`config.mk`:
```
export PLATFORM = sky130hd
export DESIGN_NAME = serial_break_wake_sync_master_tx
export DESIGN_NICKNAME = d
export VERILOG_FILES = /design/src/design/serial_port_pkg.sv /design/src/design/serial_break_wake_sync_master_tx.sv
export SDC_FILE = /design/constraint.sdc
export NUM_CORES = 1
export LEC_CHECK = 0
export BUFFER_PORTS_ARGS = -buffer_cell sky130_fd_sc_hd__buf_4
export CAP_MARGIN = 20
export CORE_ASPECT_RATIO = 1.2
export CORE_MARGIN = 2
export CORE_UTILIZATION = 35
export CTS_CLUSTER_SIZE = 25
export DETAILED_ROUTE_END_ITERATION = 10
export SYNTH_ARGS = -nofsm -noshare
export SYNTH_HDL_FRONTEND = slang
export SYNTH_SLANG_ARGS = --single-unit
export TNS_END_PERCENT = 30
```
`constraint.sdc`:
```
create_clock -name pclk -period 4.5 [get_ports pclk]
set_input_delay 0.9 -clock pclk [delete_from_list [all_inputs] [get_ports pclk]]
set_output_delay 0.9 -clock pclk [all_outputs]
set_load 0.02 [all_outputs]
```
`src/design/serial_port_pkg.sv`:
```
// package: register map, field positions and state codes of the serial port
package serial_port_pkg;

  // register byte offsets
  localparam logic [7:0] TX_STATUS_CONTROL_OFF = 8'h00;
  localparam logic [7:0] RX_STATUS_CONTROL_OFF = 8'h04;
  localparam logic [7:0] BAUD_CONTROL_OFF      = 8'h08;
  localparam logic [7:0] TRANSMIT_BUFFER_OFF   = 8'h0c;
  localparam logic [7:0] RECEIVE_BUFFER_OFF    = 8'h10;
  localparam logic [7:0] BAUD_DIVISOR_HIGH_OFF = 8'h14;
  localparam logic [7:0] BAUD_DIVISOR_LOW_OFF  = 8'h18;
  localparam logic [7:0] IRQ_FLAGS_OFF         = 8'h1c;

  // tx_status_control fields
  localparam int CLOCK_SOURCE_SELECT_BIT = 7;
  localparam int NINTH_BIT_TX_ENABLE_BIT = 6;
  localparam int TRANSMIT_ENABLE_BIT     = 5;
  localparam int SYNC_MODE_BIT           = 4;
  localparam int SEND_BREAK_BIT          = 3;
  localparam int SHIFT_REG_EMPTY_BIT     = 1;
  localparam int NINTH_BIT_TX_VALUE_BIT  = 0;
  // rx_status_control fields
  localparam int PORT_ENABLE_BIT         = 7;
  localparam int CONT_RECEIVE_BIT        = 4;
  // baud_control fields
  localparam int RECEIVE_IDLE_STATUS_BIT = 6;
  localparam int CLOCK_POLARITY_BIT      = 4;
  localparam int WIDE_BAUD_SELECT_BIT    = 3;
  localparam int WAKE_ENABLE_BIT         = 1;
  // irq_flags fields
  localparam int RECEIVE_IRQ_FLAG_BIT    = 0;
  localparam int TRANSMIT_IRQ_FLAG_BIT   = 1;

  // reset values
  localparam logic [7:0] CTRL_RESET      = 8'h00;
  localparam logic [7:0] DIVISOR_RESET   = 8'h00;

  // frame shapes
  localparam logic [3:0] ASYNC_BITS_8    = 4'ha;
  localparam logic [3:0] ASYNC_BITS_9    = 4'hb;
  localparam logic [3:0] BREAK_BITS      = 4'he;
  localparam logic [3:0] SYNC_BITS_8     = 4'h8;
  localparam logic [3:0] SYNC_BITS_9     = 4'h9;
  localparam logic [13:0] BREAK_FRAME    = 14'h2000;
  localparam logic [3:0] RX_STOP_SLOT    = 4'h9;

  typedef enum logic [2:0] {
    TX_IDLE  = 3'b001,
    TX_ASYNC = 3'b010,
    TX_SYNC  = 3'b100
  } tx_state_e;

endpackage : serial_port_pkg

```
`src/design/serial_break_wake_sync_master_tx.sv`:
```
// serial port: wake on receive edge, break send, synchronous master transmit
//
// Notes on behaviour
// - in sleep the baud generator halts, so no byte is received
// - wake enable set: normal reception stops, port idles watching the line
// - a falling edge on the receive line is the wake event
// - a wake event raises the receive interrupt flag
// - reading the receive buffer clears that flag; its content is dummy
// - first rising edge after the wake event clears wake enable
// - wake enable clearing does not depend on instruction clocks
// - a break is one start bit, twelve zeros and one stop bit
// - send break with transmit enable sends zeros, ignoring buffer data
// - hardware clears send break once the break stop bit has gone out
// - shift register empty bit behaves the same during a break
// - wake receive of a break takes two edges, then the next byte
// - clock source, sync mode and port enable select synchronous master
// - synchronous mode is half duplex
// - master drives shift clock; idle level follows clock polarity
// - shift register loads only after last bit, then sets transmit flag
// - transmit flag ignores its enable, clears by a buffer write or by clearing transmit enable
// - read-only shift register empty bit; shift register is hidden
// - words shift least significant bit first
`timescale 1ns/1ns
module serial_break_wake_sync_master_tx (
  input  wire logic        pclk,
  input  wire logic        presetn,
  input  wire logic        clk_en,
  input  wire logic        sleep_mode,
  input  wire logic        psel,
  input  wire logic        penable,
  input  wire logic        pwrite,
  input  wire logic [7:0]  paddr,
  input  wire logic [31:0] pwdata,
  output logic      [31:0] prdata,
  output logic             pready,
  output logic             pslverr,
  input  wire logic        data_line_in,
  output logic             data_line_out,
  output logic             data_line_oe,
  output logic             shift_clock_line_out,
  output logic             shift_clock_line_oe,
  output logic             receive_irq_flag,
  output logic             transmit_irq_flag
);

  typedef struct packed {
    logic [7:0]  txctl;
    logic [7:0]  rxctl;
    logic [7:0]  bdctl;
    logic [7:0]  div_hi;
    logic [7:0]  div_lo;
    logic [7:0]  tbuf;
    logic        tbuf_full;
    logic [7:0]  rbuf;
    logic        rx_flag;
    logic        woke;
    logic [2:0]  rx_sync;
    logic        rx_lvl;
    logic [15:0] baud_cnt;
    serial_port_pkg::tx_state_e tx_st;
    logic        tx_brk;
    logic [13:0] tx_sh;
    logic [3:0]  tx_left;
    logic        sclk_phase;
    logic        rx_busy;
    logic [15:0] rx_cnt;
    logic [3:0]  rx_slot;
    logic [7:0]  rx_sh;
    logic [31:0] rdata;
    logic        err;
  } state_s;

  state_s s_q;
  state_s s_d;

  logic        acc;
  logic        wr;
  logic        rd;
  logic        mapped;
  logic        port_en;
  logic        sync_mode;
  logic        master;
  logic        tx_en;
  logic        wake_en;
  logic [15:0] divisor;
  logic        baud_tick;
  logic        rx_tick;
  logic        fall;
  logic        rise;
  logic        rx_on;
  logic        load;
  logic        bit9;
  logic        idle_sclk;
  logic [7:0]  tx_stat_rd;
  logic [7:0]  bauds_rd;

  assign port_en   = s_q.rxctl[serial_port_pkg::PORT_ENABLE_BIT];
  assign sync_mode = s_q.txctl[serial_port_pkg::SYNC_MODE_BIT];
  assign master    = sync_mode
                     & s_q.txctl[serial_port_pkg::CLOCK_SOURCE_SELECT_BIT]
                     & port_en;
  assign tx_en     = s_q.txctl[serial_port_pkg::TRANSMIT_ENABLE_BIT];
  assign wake_en   = s_q.bdctl[serial_port_pkg::WAKE_ENABLE_BIT];
  assign bit9      = s_q.txctl[serial_port_pkg::NINTH_BIT_TX_ENABLE_BIT];
  assign idle_sclk = s_q.bdctl[serial_port_pkg::CLOCK_POLARITY_BIT];
  assign divisor   = s_q.bdctl[serial_port_pkg::WIDE_BAUD_SELECT_BIT]
                     ? {s_q.div_hi, s_q.div_lo} : {8'h00, s_q.div_lo};

  // no clocks reach the baud generator while the chip sleeps
  assign baud_tick = (s_q.baud_cnt == 16'h0000) & ~sleep_mode;
  assign rx_tick   = (s_q.rx_cnt == 16'h0000) & ~sleep_mode;

  assign fall      = s_q.rx_lvl & ~s_q.rx_sync[1]
                     & (s_q.rx_sync[1] == s_q.rx_sync[2]);
  assign rise      = ~s_q.rx_lvl & s_q.rx_sync[1]
                     & (s_q.rx_sync[1] == s_q.rx_sync[2]);

  // the receiver only runs asynchronously and never while wake is armed
  assign rx_on     = port_en & ~sync_mode & ~wake_en & ~sleep_mode
                     & s_q.rxctl[serial_port_pkg::CONT_RECEIVE_BIT];

  assign load      = (s_q.tx_st == serial_port_pkg::TX_IDLE)
                     & s_q.tbuf_full & tx_en & port_en & ~sleep_mode;

  assign acc       = psel & penable & clk_en;
  assign wr        = acc & pwrite;
  assign rd        = acc & ~pwrite;

  always_comb begin
    mapped = 1'b1;
    unique case (paddr)
      serial_port_pkg::TX_STATUS_CONTROL_OFF,
      serial_port_pkg::RX_STATUS_CONTROL_OFF,
      serial_port_pkg::BAUD_CONTROL_OFF,
      serial_port_pkg::TRANSMIT_BUFFER_OFF,
      serial_port_pkg::RECEIVE_BUFFER_OFF,
      serial_port_pkg::BAUD_DIVISOR_HIGH_OFF,
      serial_port_pkg::BAUD_DIVISOR_LOW_OFF,
      serial_port_pkg::IRQ_FLAGS_OFF: mapped = 1'b1;
      default: mapped = 1'b0;
    endcase
  end

  always_comb begin
    tx_stat_rd = s_q.txctl;
    tx_stat_rd[serial_port_pkg::SHIFT_REG_EMPTY_BIT] =
      (s_q.tx_st == serial_port_pkg::TX_IDLE);
    bauds_rd = s_q.bdctl;
    bauds_rd[serial_port_pkg::RECEIVE_IDLE_STATUS_BIT] = ~s_q.rx_busy;
  end

  ////////////////////////////////////////////////////////////////////////////
  // next state
  always_comb begin
    s_d = s_q;

    // three stage pin sampler; a level counts once stages two and three agree
    s_d.rx_sync = {s_q.rx_sync[1:0], data_line_in};
    if (s_q.rx_sync[1] == s_q.rx_sync[2]) begin
      s_d.rx_lvl = s_q.rx_sync[2];
    end

    // bus: read data is prepared in the setup cycle
    if (psel & ~penable) begin
      s_d.err = ~mapped;
      s_d.rdata = 32'h0000_0000;
      unique case (paddr)
        serial_port_pkg::TX_STATUS_CONTROL_OFF: s_d.rdata[7:0] = tx_stat_rd;
        serial_port_pkg::RX_STATUS_CONTROL_OFF: s_d.rdata[7:0] = s_q.rxctl;
        serial_port_pkg::BAUD_CONTROL_OFF:      s_d.rdata[7:0] = bauds_rd;
        serial_port_pkg::TRANSMIT_BUFFER_OFF:   s_d.rdata[7:0] = s_q.tbuf;
        serial_port_pkg::RECEIVE_BUFFER_OFF:    s_d.rdata[7:0] = s_q.rbuf;
        serial_port_pkg::BAUD_DIVISOR_HIGH_OFF: s_d.rdata[7:0] = s_q.div_hi;
        serial_port_pkg::BAUD_DIVISOR_LOW_OFF:  s_d.rdata[7:0] = s_q.div_lo;
        serial_port_pkg::IRQ_FLAGS_OFF: begin
          s_d.rdata[serial_port_pkg::RECEIVE_IRQ_FLAG_BIT]  = s_q.rx_flag;
          s_d.rdata[serial_port_pkg::TRANSMIT_IRQ_FLAG_BIT] = transmit_irq_flag;
        end
        default: s_d.rdata = 32'h0000_0000;
      endcase
    end

    // reading the receive buffer drops the receive flag; any set below wins
    if (rd & (paddr == serial_port_pkg::RECEIVE_BUFFER_OFF)) begin
      s_d.rx_flag = 1'b0;
    end

    // shared baud counter: full bit period, or half period in sync master
    if (baud_tick) begin
      s_d.baud_cnt = master ? {1'b0, divisor[15:1]} : divisor;
    end else if (~sleep_mode) begin
      s_d.baud_cnt = s_q.baud_cnt - 16'h0001;
    end

    // transmitter
    unique case (s_q.tx_st)
      serial_port_pkg::TX_IDLE: begin
        if (load) begin
          s_d.tbuf_full = 1'b0;
          s_d.baud_cnt  = master ? {1'b0, divisor[15:1]} : divisor;
          s_d.sclk_phase = 1'b0;
          if (master) begin
            s_d.tx_st   = serial_port_pkg::TX_SYNC;
            s_d.tx_brk  = 1'b0;
            s_d.tx_sh   = {5'b11111,
              s_q.txctl[serial_port_pkg::NINTH_BIT_TX_VALUE_BIT], s_q.tbuf};
            s_d.tx_left = bit9 ? serial_port_pkg::SYNC_BITS_9
                               : serial_port_pkg::SYNC_BITS_8;
          end else if (s_q.txctl[serial_port_pkg::SEND_BREAK_BIT]) begin
            // buffer content is discarded, zeros go out
            s_d.tx_st   = serial_port_pkg::TX_ASYNC;
            s_d.tx_brk  = 1'b1;
            s_d.tx_sh   = serial_port_pkg::BREAK_FRAME;
            s_d.tx_left = serial_port_pkg::BREAK_BITS;
          end else begin
            s_d.tx_st   = serial_port_pkg::TX_ASYNC;
            s_d.tx_brk  = 1'b0;
            s_d.tx_sh   = {4'b1111,
              bit9 ? s_q.txctl[serial_port_pkg::NINTH_BIT_TX_VALUE_BIT]
                   : 1'b1, s_q.tbuf, 1'b0};
            s_d.tx_left = bit9 ? serial_port_pkg::ASYNC_BITS_9
                               : serial_port_pkg::ASYNC_BITS_8;
          end
        end
      end
      serial_port_pkg::TX_ASYNC: begin
        if (baud_tick) begin
          s_d.tx_sh   = {1'b1, s_q.tx_sh[13:1]};
          s_d.tx_left = s_q.tx_left - 4'h1;
          if (s_q.tx_left == 4'h1) begin
            s_d.tx_st = serial_port_pkg::TX_IDLE;
            if (s_q.tx_brk) begin
              s_d.txctl[serial_port_pkg::SEND_BREAK_BIT] = 1'b0;
            end
          end
        end
      end
      serial_port_pkg::TX_SYNC: begin
        // first half period clock leaves idle, second returns and shifts
        if (baud_tick) begin
          s_d.sclk_phase = ~s_q.sclk_phase;
          if (s_q.sclk_phase) begin
            s_d.tx_sh   = {1'b1, s_q.tx_sh[13:1]};
            s_d.tx_left = s_q.tx_left - 4'h1;
            if (s_q.tx_left == 4'h1) begin
              s_d.tx_st = serial_port_pkg::TX_IDLE;
            end
          end
        end
        if (~master) begin
          s_d.tx_st      = serial_port_pkg::TX_IDLE;
          s_d.sclk_phase = 1'b0;
        end
      end
      default: s_d.tx_st = serial_port_pkg::TX_IDLE;
    endcase

    // wake detection runs on the sampled pin only, no baud clock needed
    if (wake_en) begin
      s_d.rx_busy = 1'b0;
      if (fall & ~s_q.woke) begin
        s_d.woke = 1'b1;
      end else if (rise & s_q.woke) begin
        s_d.woke = 1'b0;
        s_d.bdctl[serial_port_pkg::WAKE_ENABLE_BIT] = 1'b0;
      end
    end else begin
      s_d.woke = 1'b0;
    end

    // asynchronous byte receiver, sampled mid bit
    if (~rx_on) begin
      s_d.rx_busy = 1'b0;
    end else if (~s_q.rx_busy) begin
      if (fall) begin
        s_d.rx_busy = 1'b1;
        s_d.rx_slot = 4'h0;
        s_d.rx_cnt  = {1'b0, divisor[15:1]};
      end
    end else if (rx_tick) begin
      s_d.rx_cnt  = divisor;
      s_d.rx_slot = s_q.rx_slot + 4'h1;
      if (s_q.rx_slot == 4'h0) begin
        s_d.rx_busy = ~s_q.rx_lvl;
      end else if (s_q.rx_slot == serial_port_pkg::RX_STOP_SLOT) begin
        s_d.rx_busy = 1'b0;
        s_d.rbuf    = s_q.rx_sh;
        s_d.rx_flag = 1'b1;
      end else begin
        s_d.rx_sh   = {s_q.rx_lvl, s_q.rx_sh[7:1]};
      end
    end else begin
      s_d.rx_cnt = s_q.rx_cnt - 16'h0001;
    end

    // register writes
    if (wr) begin
      unique case (paddr)
        serial_port_pkg::TX_STATUS_CONTROL_OFF: begin
          s_d.txctl = pwdata[7:0];
          s_d.txctl[serial_port_pkg::SHIFT_REG_EMPTY_BIT] = 1'b0;
        end
        serial_port_pkg::RX_STATUS_CONTROL_OFF: s_d.rxctl = pwdata[7:0];
        serial_port_pkg::BAUD_CONTROL_OFF: begin
          s_d.bdctl = pwdata[7:0];
          s_d.bdctl[serial_port_pkg::RECEIVE_IDLE_STATUS_BIT] = 1'b0;
        end
        serial_port_pkg::TRANSMIT_BUFFER_OFF: begin
          s_d.tbuf      = pwdata[7:0];
          s_d.tbuf_full = 1'b1;
        end
        serial_port_pkg::BAUD_DIVISOR_HIGH_OFF: s_d.div_hi = pwdata[7:0];
        serial_port_pkg::BAUD_DIVISOR_LOW_OFF:  s_d.div_lo = pwdata[7:0];
        default: s_d.err = s_q.err;
      endcase
    end

    // wake event flag, placed last so a set beats a same cycle clear
    if (wake_en & fall & ~s_q.woke) begin
      s_d.rx_flag = 1'b1;
    end
  end

  ////////////////////////////////////////////////////////////////////////////
  // state register
  always_ff @(posedge pclk or negedge presetn) begin
    if (!presetn) begin
      s_q          <= '0;
      s_q.txctl    <= serial_port_pkg::CTRL_RESET;
      s_q.rxctl    <= serial_port_pkg::CTRL_RESET;
      s_q.bdctl    <= serial_port_pkg::CTRL_RESET;
      s_q.div_hi   <= serial_port_pkg::DIVISOR_RESET;
      s_q.div_lo   <= serial_port_pkg::DIVISOR_RESET;
      s_q.rx_sync  <= 3'b111;
      s_q.rx_lvl   <= 1'b1;
      s_q.tx_st    <= serial_port_pkg::TX_IDLE;
      s_q.tx_sh    <= 14'h3fff;
    end else if (clk_en) begin
      s_q <= s_d;
    end
  end

  ////////////////////////////////////////////////////////////////////////////
  // outputs
  assign prdata  = s_q.rdata;
  assign pslverr = s_q.err;
  // clock enable low holds the access phase rather than losing it
  assign pready  = clk_en;

  assign receive_irq_flag  = s_q.rx_flag;
  // flag mirrors an empty buffer while transmit is enabled, regardless of any interrupt enable
  assign transmit_irq_flag = tx_en & ~s_q.tbuf_full;

  always_comb begin
    data_line_out        = 1'b1;
    data_line_oe         = 1'b0;
    shift_clock_line_out = idle_sclk;
    shift_clock_line_oe  = master;
    if (master) begin
      // half duplex: data is driven only while a word shifts out
      data_line_oe  = (s_q.tx_st == serial_port_pkg::TX_SYNC);
      data_line_out = s_q.tx_sh[0];
      shift_clock_line_out = idle_sclk ^ s_q.sclk_phase;
    end else if (port_en & ~sync_mode) begin
      data_line_oe  = 1'b1;
      data_line_out = (s_q.tx_st == serial_port_pkg::TX_ASYNC)
                      ? s_q.tx_sh[0] : 1'b1;
    end
  end

endmodule : serial_break_wake_sync_master_tx

```
## Word-level counts from Yosys, hierarchy flattened

Memory sizes are Yosys's and may differ from the RTL's.
Index checks and enable logic that the tools add are counted.

- Add/sub/neg operators: 4
- Equality and inequality tests: 22
- Multiplexer cells: 72
- Bitwise logic cells: 42
- Reductions and logical operators: 27

Operators with widths:

| operator | count |
|---|---|
| $mux 16 | 6 |
| $pmux 18 s3 | 1 |
| $mux 8 | 6 |
| $mux 45 | 1 |
| $mux 21 | 2 |
| $pmux 6 s7 | 1 |
| $mux 39 | 1 |
| $mux 1 | 38 |
| $mux 19 | 2 |
| $mux 18 | 2 |
| $eq 8x5->1 const B | 4 |
| $logic_not 16->1 | 2 |
| $sub 16x1->16 const B | 2 |
| $and 1x1->1 | 27 |
| $reduce_and 3->1 | 8 |
| $mux 22 | 1 |
| $reduce_and 6->1 | 3 |
| $eq 8x4->1 const B | 2 |
| $pmux 2 s8 | 1 |
| $mux 3 | 5 |
| $not 1->1 | 14 |
| $mux 12 | 1 |
| $ne 2x2->1 const B | 5 |
| $mux 9 | 1 |
| 25 further kinds | 31 |

- Register bits after elaboration: 138
- ROM bits: 32
- Logic and storage cells: 194
- Memories kept: 1

Memory list:

| memory | depth | bits a word | rd ports | clocked after memory_dff | wr ports | RTL line | text |
|---|---|---|---|---|---|---|---|
| (name not given) | 32 | 1 | 1 | 0 | 0 | serial_break_wake_sync_master_tx.sv:131 | `unique case (paddr)` |

## Longest topological paths before layout

- Word-level depth: 11
- Depth in mapped cells: 8

## Worst setup path before layout

No wires, ideal clock.

- Path type: reg2out
- Start point: register s_q[160] in the netlist's numbering
- End point: output shift_clock_line_out
- Arrival: 2,026 ps
- Required time: 3,600 ps
- Setup slack: 1,574 ps
- Stages on the path, launching flop included: 7
- Cell sequence: dfrtp_1 -> nand3_1 -> inv_1 -> clkbuf_1 -> buf_1 -> nand2_1 -> xnor2_1

- Longest elaborated chain between the ends: 3

RTL lines:

| what | RTL line | text |
|---|---|---|
| start, declared | serial_break_wake_sync_master_tx.sv:73 | `state_s s_q;` |
| $and 1x1->1 | serial_break_wake_sync_master_tx.sv:100 | `& s_q.txctl[serial_port_pkg::CLOCK_SOURCE_SELECT_BIT]` |
| $and 1x1->1 | serial_break_wake_sync_master_tx.sv:101 | `& port_en;` |
| via shift_clock_line_oe | serial_break_wake_sync_master_tx.sv:41 | `output logic shift_clock_line_oe,` |
| $mux 1 | serial_break_wake_sync_master_tx.sv:359 | `if (master) begin` |
| end, declared | serial_break_wake_sync_master_tx.sv:40 | `output logic shift_clock_line_out,` |

The timed path passes the listed nets, and every way through them passes these cells.

## Worst setup path after layout

- Start point: register s_q[160] in the netlist's numbering
- End point: output shift_clock_line_oe

- Longest elaborated chain between the ends: 2

RTL lines:

| what | RTL line |
|---|---|
| $and 1x1->1 | serial_break_wake_sync_master_tx.sv:100 |
| $and 1x1->1 | serial_break_wake_sync_master_tx.sv:101 |
| end, declared | serial_break_wake_sync_master_tx.sv:41 |

No other way between the ends.

==> flow_summary_export.csv <==
group,metric,value,unit
synth,syn_area_per_cell,9.882,um^2
worst_setup_path,startpoint_type,"register",
synth,postSynthCellCount,816,
sta,fmax,318.4,MHz
worst_setup_path,critPathCaptureType,"output port",
synth,synth_edf_count,0,
sta,finalCritPeriodShare,69.80,%
global_routing,grt.overflow.total,0,
final_layout,syn2layout_area_growth,12.58,%
pwr,power.density,384.3,nW/um^2
outcome,status,"finished clean",
run,cap_viol_max_count,0,
clock_network,cts_tree,"yes",
pwr,swShare,29.20,%
detailed_routing,viasPerCell,5.841,
pwr,seqPwrFrac,44.6,%
synth,yosysWarnings,0,
clock_network,cts_resized,0,
synth,ys_ff_latch,138,
global_routing,grt_pass1_wl,35490,um
synth,synthTopCellsByArea,"dfrtp_1 37%, mux2_2 11%, dfstp_2 6.2%",
sta,rsz0062_at_grt,"no",
clock_network,root_buffer,"clkbuf_16",
detailed_routing,ant_nets,0,
final_layout,final_cell_mix,"119 x dfrtp_1, 76 x mux2_2, 62 x nand2_1",
clock_network,clk_pin_slew,0.06,ns
detailed_routing,wl_per_cell,19.53,um
synth,synth.top_cell.area_share,36.93,%
global_routing,grt_max_degree,82,
detailed_routing,drc,0,
synth,yosys.area.top_type,"dfrtp_1",
final_layout,final_common_cell,"dfrtp_1",
detailed_routing,firstDrtPassIters,5,
floorplan,ios,88,
place,gp_congestion,0.8537,
global_routing,grt_antenna_before_repair,0,
sta,tns,0,ns
pwr,p_comb_share,14.7,%
clock_network,cts_hold_buffers,0,
min_path,hold_path_class,"register to register",
place,placed_area,8491,um^2
pwr,p_switching,0.001019,W
worst_setup_path,setup.worst_path.class,"register to output port",
sta,period_needed,3.141,ns
global_routing,grt_pass1_vias,6301,
pwr,p_leak,3.951,nW
floorplan,die_y,170.3,um
synth,ys.flop_type,"dfrtp_1",
worst_setup_path,critPathRequiredTime,3.60,ns
floorplan,die_w,142.6,um
pwr,total_power,0.003489,W
global_routing,grtUsageTotal,18.75,%
sta,worst_slew_pin_slew,0.9257,ns
sta,slew_headroom,37.81,%
detailed_routing,vias,6571,
sta,finClkSkew,0.01173,ns
pwr,internal-power,0.002470,W
pwr,power_frac_clock,40.7,%
final_layout,layout-drive-gt1-share,23.64,%
worst_setup_path,crit_path_max_fanout,20,
clock_network,clk_latency,0.43,ns
sta,drv_slew,0,
final_layout,final_nets,889,
synth,ys_types,78,
pwr,ir_drop,0.2823,mV
synth,yosysSeqAreaShare,43.12,%
clock_network,htreeDepth,4,
floorplan,start_util,35.81,%
synth,async_flop_share,100.0,%
floorplan,row_count,60,
sta,setup_viol,0,
floorplan,die_area,24280,um^2
clock_network,numCtsBuffers,17,
floorplan,core,22520,um^2
clock_network,clockBufferDepth,2,
detailed_routing,initialDrtViolationCount,794,
sta,hold_viol,0,
place,portBuffers,39,
final_layout,diodes,0,
synth,synthesis.area,8064,um^2
worst_setup_path,arrival,2.24,ns
clock_network,clock-sinks,138,
final_layout,nFillCells,2209,
detailed_routing,wirelength,21970,um
final_layout,postLayoutCellArea,9079,um^2
place,dpl.hpwl,15180,um
clock_network,cts_setup_buffers,0,
-- cells in the mapped netlist, types with 3 or more instances --
| master | instances |
|---|---|
| a222oi_1 | 13 |
| a21o_1 | 7 |
| or4_1 | 6 |
| nor2b_1 | 8 |
| a221oi_1 | 10 |
| nand4_1 | 10 |
| o211ai_1 | 8 |
| and2_1 | 3 |
| a22oi_1 | 13 |
| o2bb2ai_1 | 7 |
| and3_1 | 6 |
| a22o_1 | 8 |
| or3b_2 | 3 |
| inv_1 | 27 |
| nor3b_1 | 5 |
| nor3_1 | 24 |
| o22ai_1 | 5 |
| buf_2 | 8 |
| ha_1 | 8 |
| buf_1 | 4 |
| dfrtp_1 | 119 |
| nor4_1 | 10 |
| mux2_2 | 76 |
| mux2i_1 | 17 |
| a211oi_1 | 3 |
| a32o_1 | 5 |
| a21boi_0 | 3 |
| a32oi_1 | 4 |
| buf_4 | 34 |
| nand3_1 | 19 |
| a21oi_1 | 45 |
| a221o_1 | 6 |
| nand3b_1 | 6 |
| nand2_1 | 62 |
| nand2b_1 | 9 |
| or3_1 | 8 |
| dfstp_2 | 19 |
| a31oi_1 | 22 |
| nor2_1 | 42 |
| o31ai_1 | 3 |
| clkbuf_1 | 34 |
| o21ai_0 | 43 |
-- per-stage QoR --
stage	setup WS, ns	std cells	utilization [%]	hold WS [ns]
global placement	1.179	1092	37.67	0.4638
detailed placement	1.181	1093	37.70	0.4726
floorplan	1.574	839	-	0.4418
finish	1.359	1125	40.31	0.4868
global route	1.179	1125	40.31	0.5103
CTS	1.333	1125	40.31	0.4870
-- worst max-delay path, cell delays in order, from the launching register on --
cell	delay (ns)
dfrtp_1	0.49
nand3_1	0.60
inv_1	0.23
buf_4	0.28
buf_4	0.19
-- layout make-up --
cell class	instances	area [um^2]	area share (%)
inverter	27	101.3	1.116
sequential	138	3477	38.30
timing repair buffer	56	424.2	4.672
clock inverter	12	141.4	1.557
clock buffer	20	446.7	4.920
multi-input combinational	593	4139	45.59
tap	279	349.1	3.845
-- worst paths after layout --
path,from,endpoint,slack [ns],cells past startpoint
worst max-delay path,s_q[160]$_DFFE_PN0P_,shift_clock_line_oe,1.36,4
worst min-delay path,prdata[3]$_DFFE_PN0P_,prdata[3]$_DFFE_PN0P_,0.49,2
worst max register to register,s_q[48]$_DFFE_PN0P_,s_q[33]$_DFFE_PN0P_,1.40,6
worst min register to register,prdata[3]$_DFFE_PN0P_,prdata[3]$_DFFE_PN0P_,0.49,2
max in group asynchronous,presetn,s_q[72]$_DFFE_PN1P_,2.99,2
min in group asynchronous,presetn,s_q[54]$_DFFE_PN0P_,0.53,1
-- sequential cells by signal, indices dropped and copies added, names as in the netlist --
register	cells
prdata	8
pslverr	1
port_en	1
bauds_rd	7
receive_irq_flag	1
s_q	117
bit9	1
s_d	2
-- power groups by stage --
stage | combinational [W] | sequential (W) | clock [W]
floorplan | 0.000400 | 0.00153 | 0
global placement | 0.000506 | 0.00157 | 0
detailed placement | 0.000514 | 0.00157 | 0
CTS | 0.000514 | 0.00155 | 0.00144
global route | 0.000579 | 0.00158 | 0.00149
finish | 0.000512 | 0.00156 | 0.00142
-- layer usage --
metal / global-route usage [%] / share of wire [%]
met5: 0 / 0
met4: 7.361 / 3.3
met3: 3.348 / 5.6
met2: 29.52 / 47
met1: 25.63 / 44
-- logic make-up after synthesis --
family                   Yosys count  share of synthesized area (%)
flip-flops                       138                          43.12
buffers and inverters            108                          6.749
adder cells (fa/ha/maj)            8                          1.241
multiplexers                      95                          13.28
other                              1                        0.04650
AND/OR/NAND/NOR                  240                          16.06
AO/OA/AOI/OAI                    223                          19.18
XOR/XNOR                           3                         0.3259
Power figures use the tool's default switching activity.
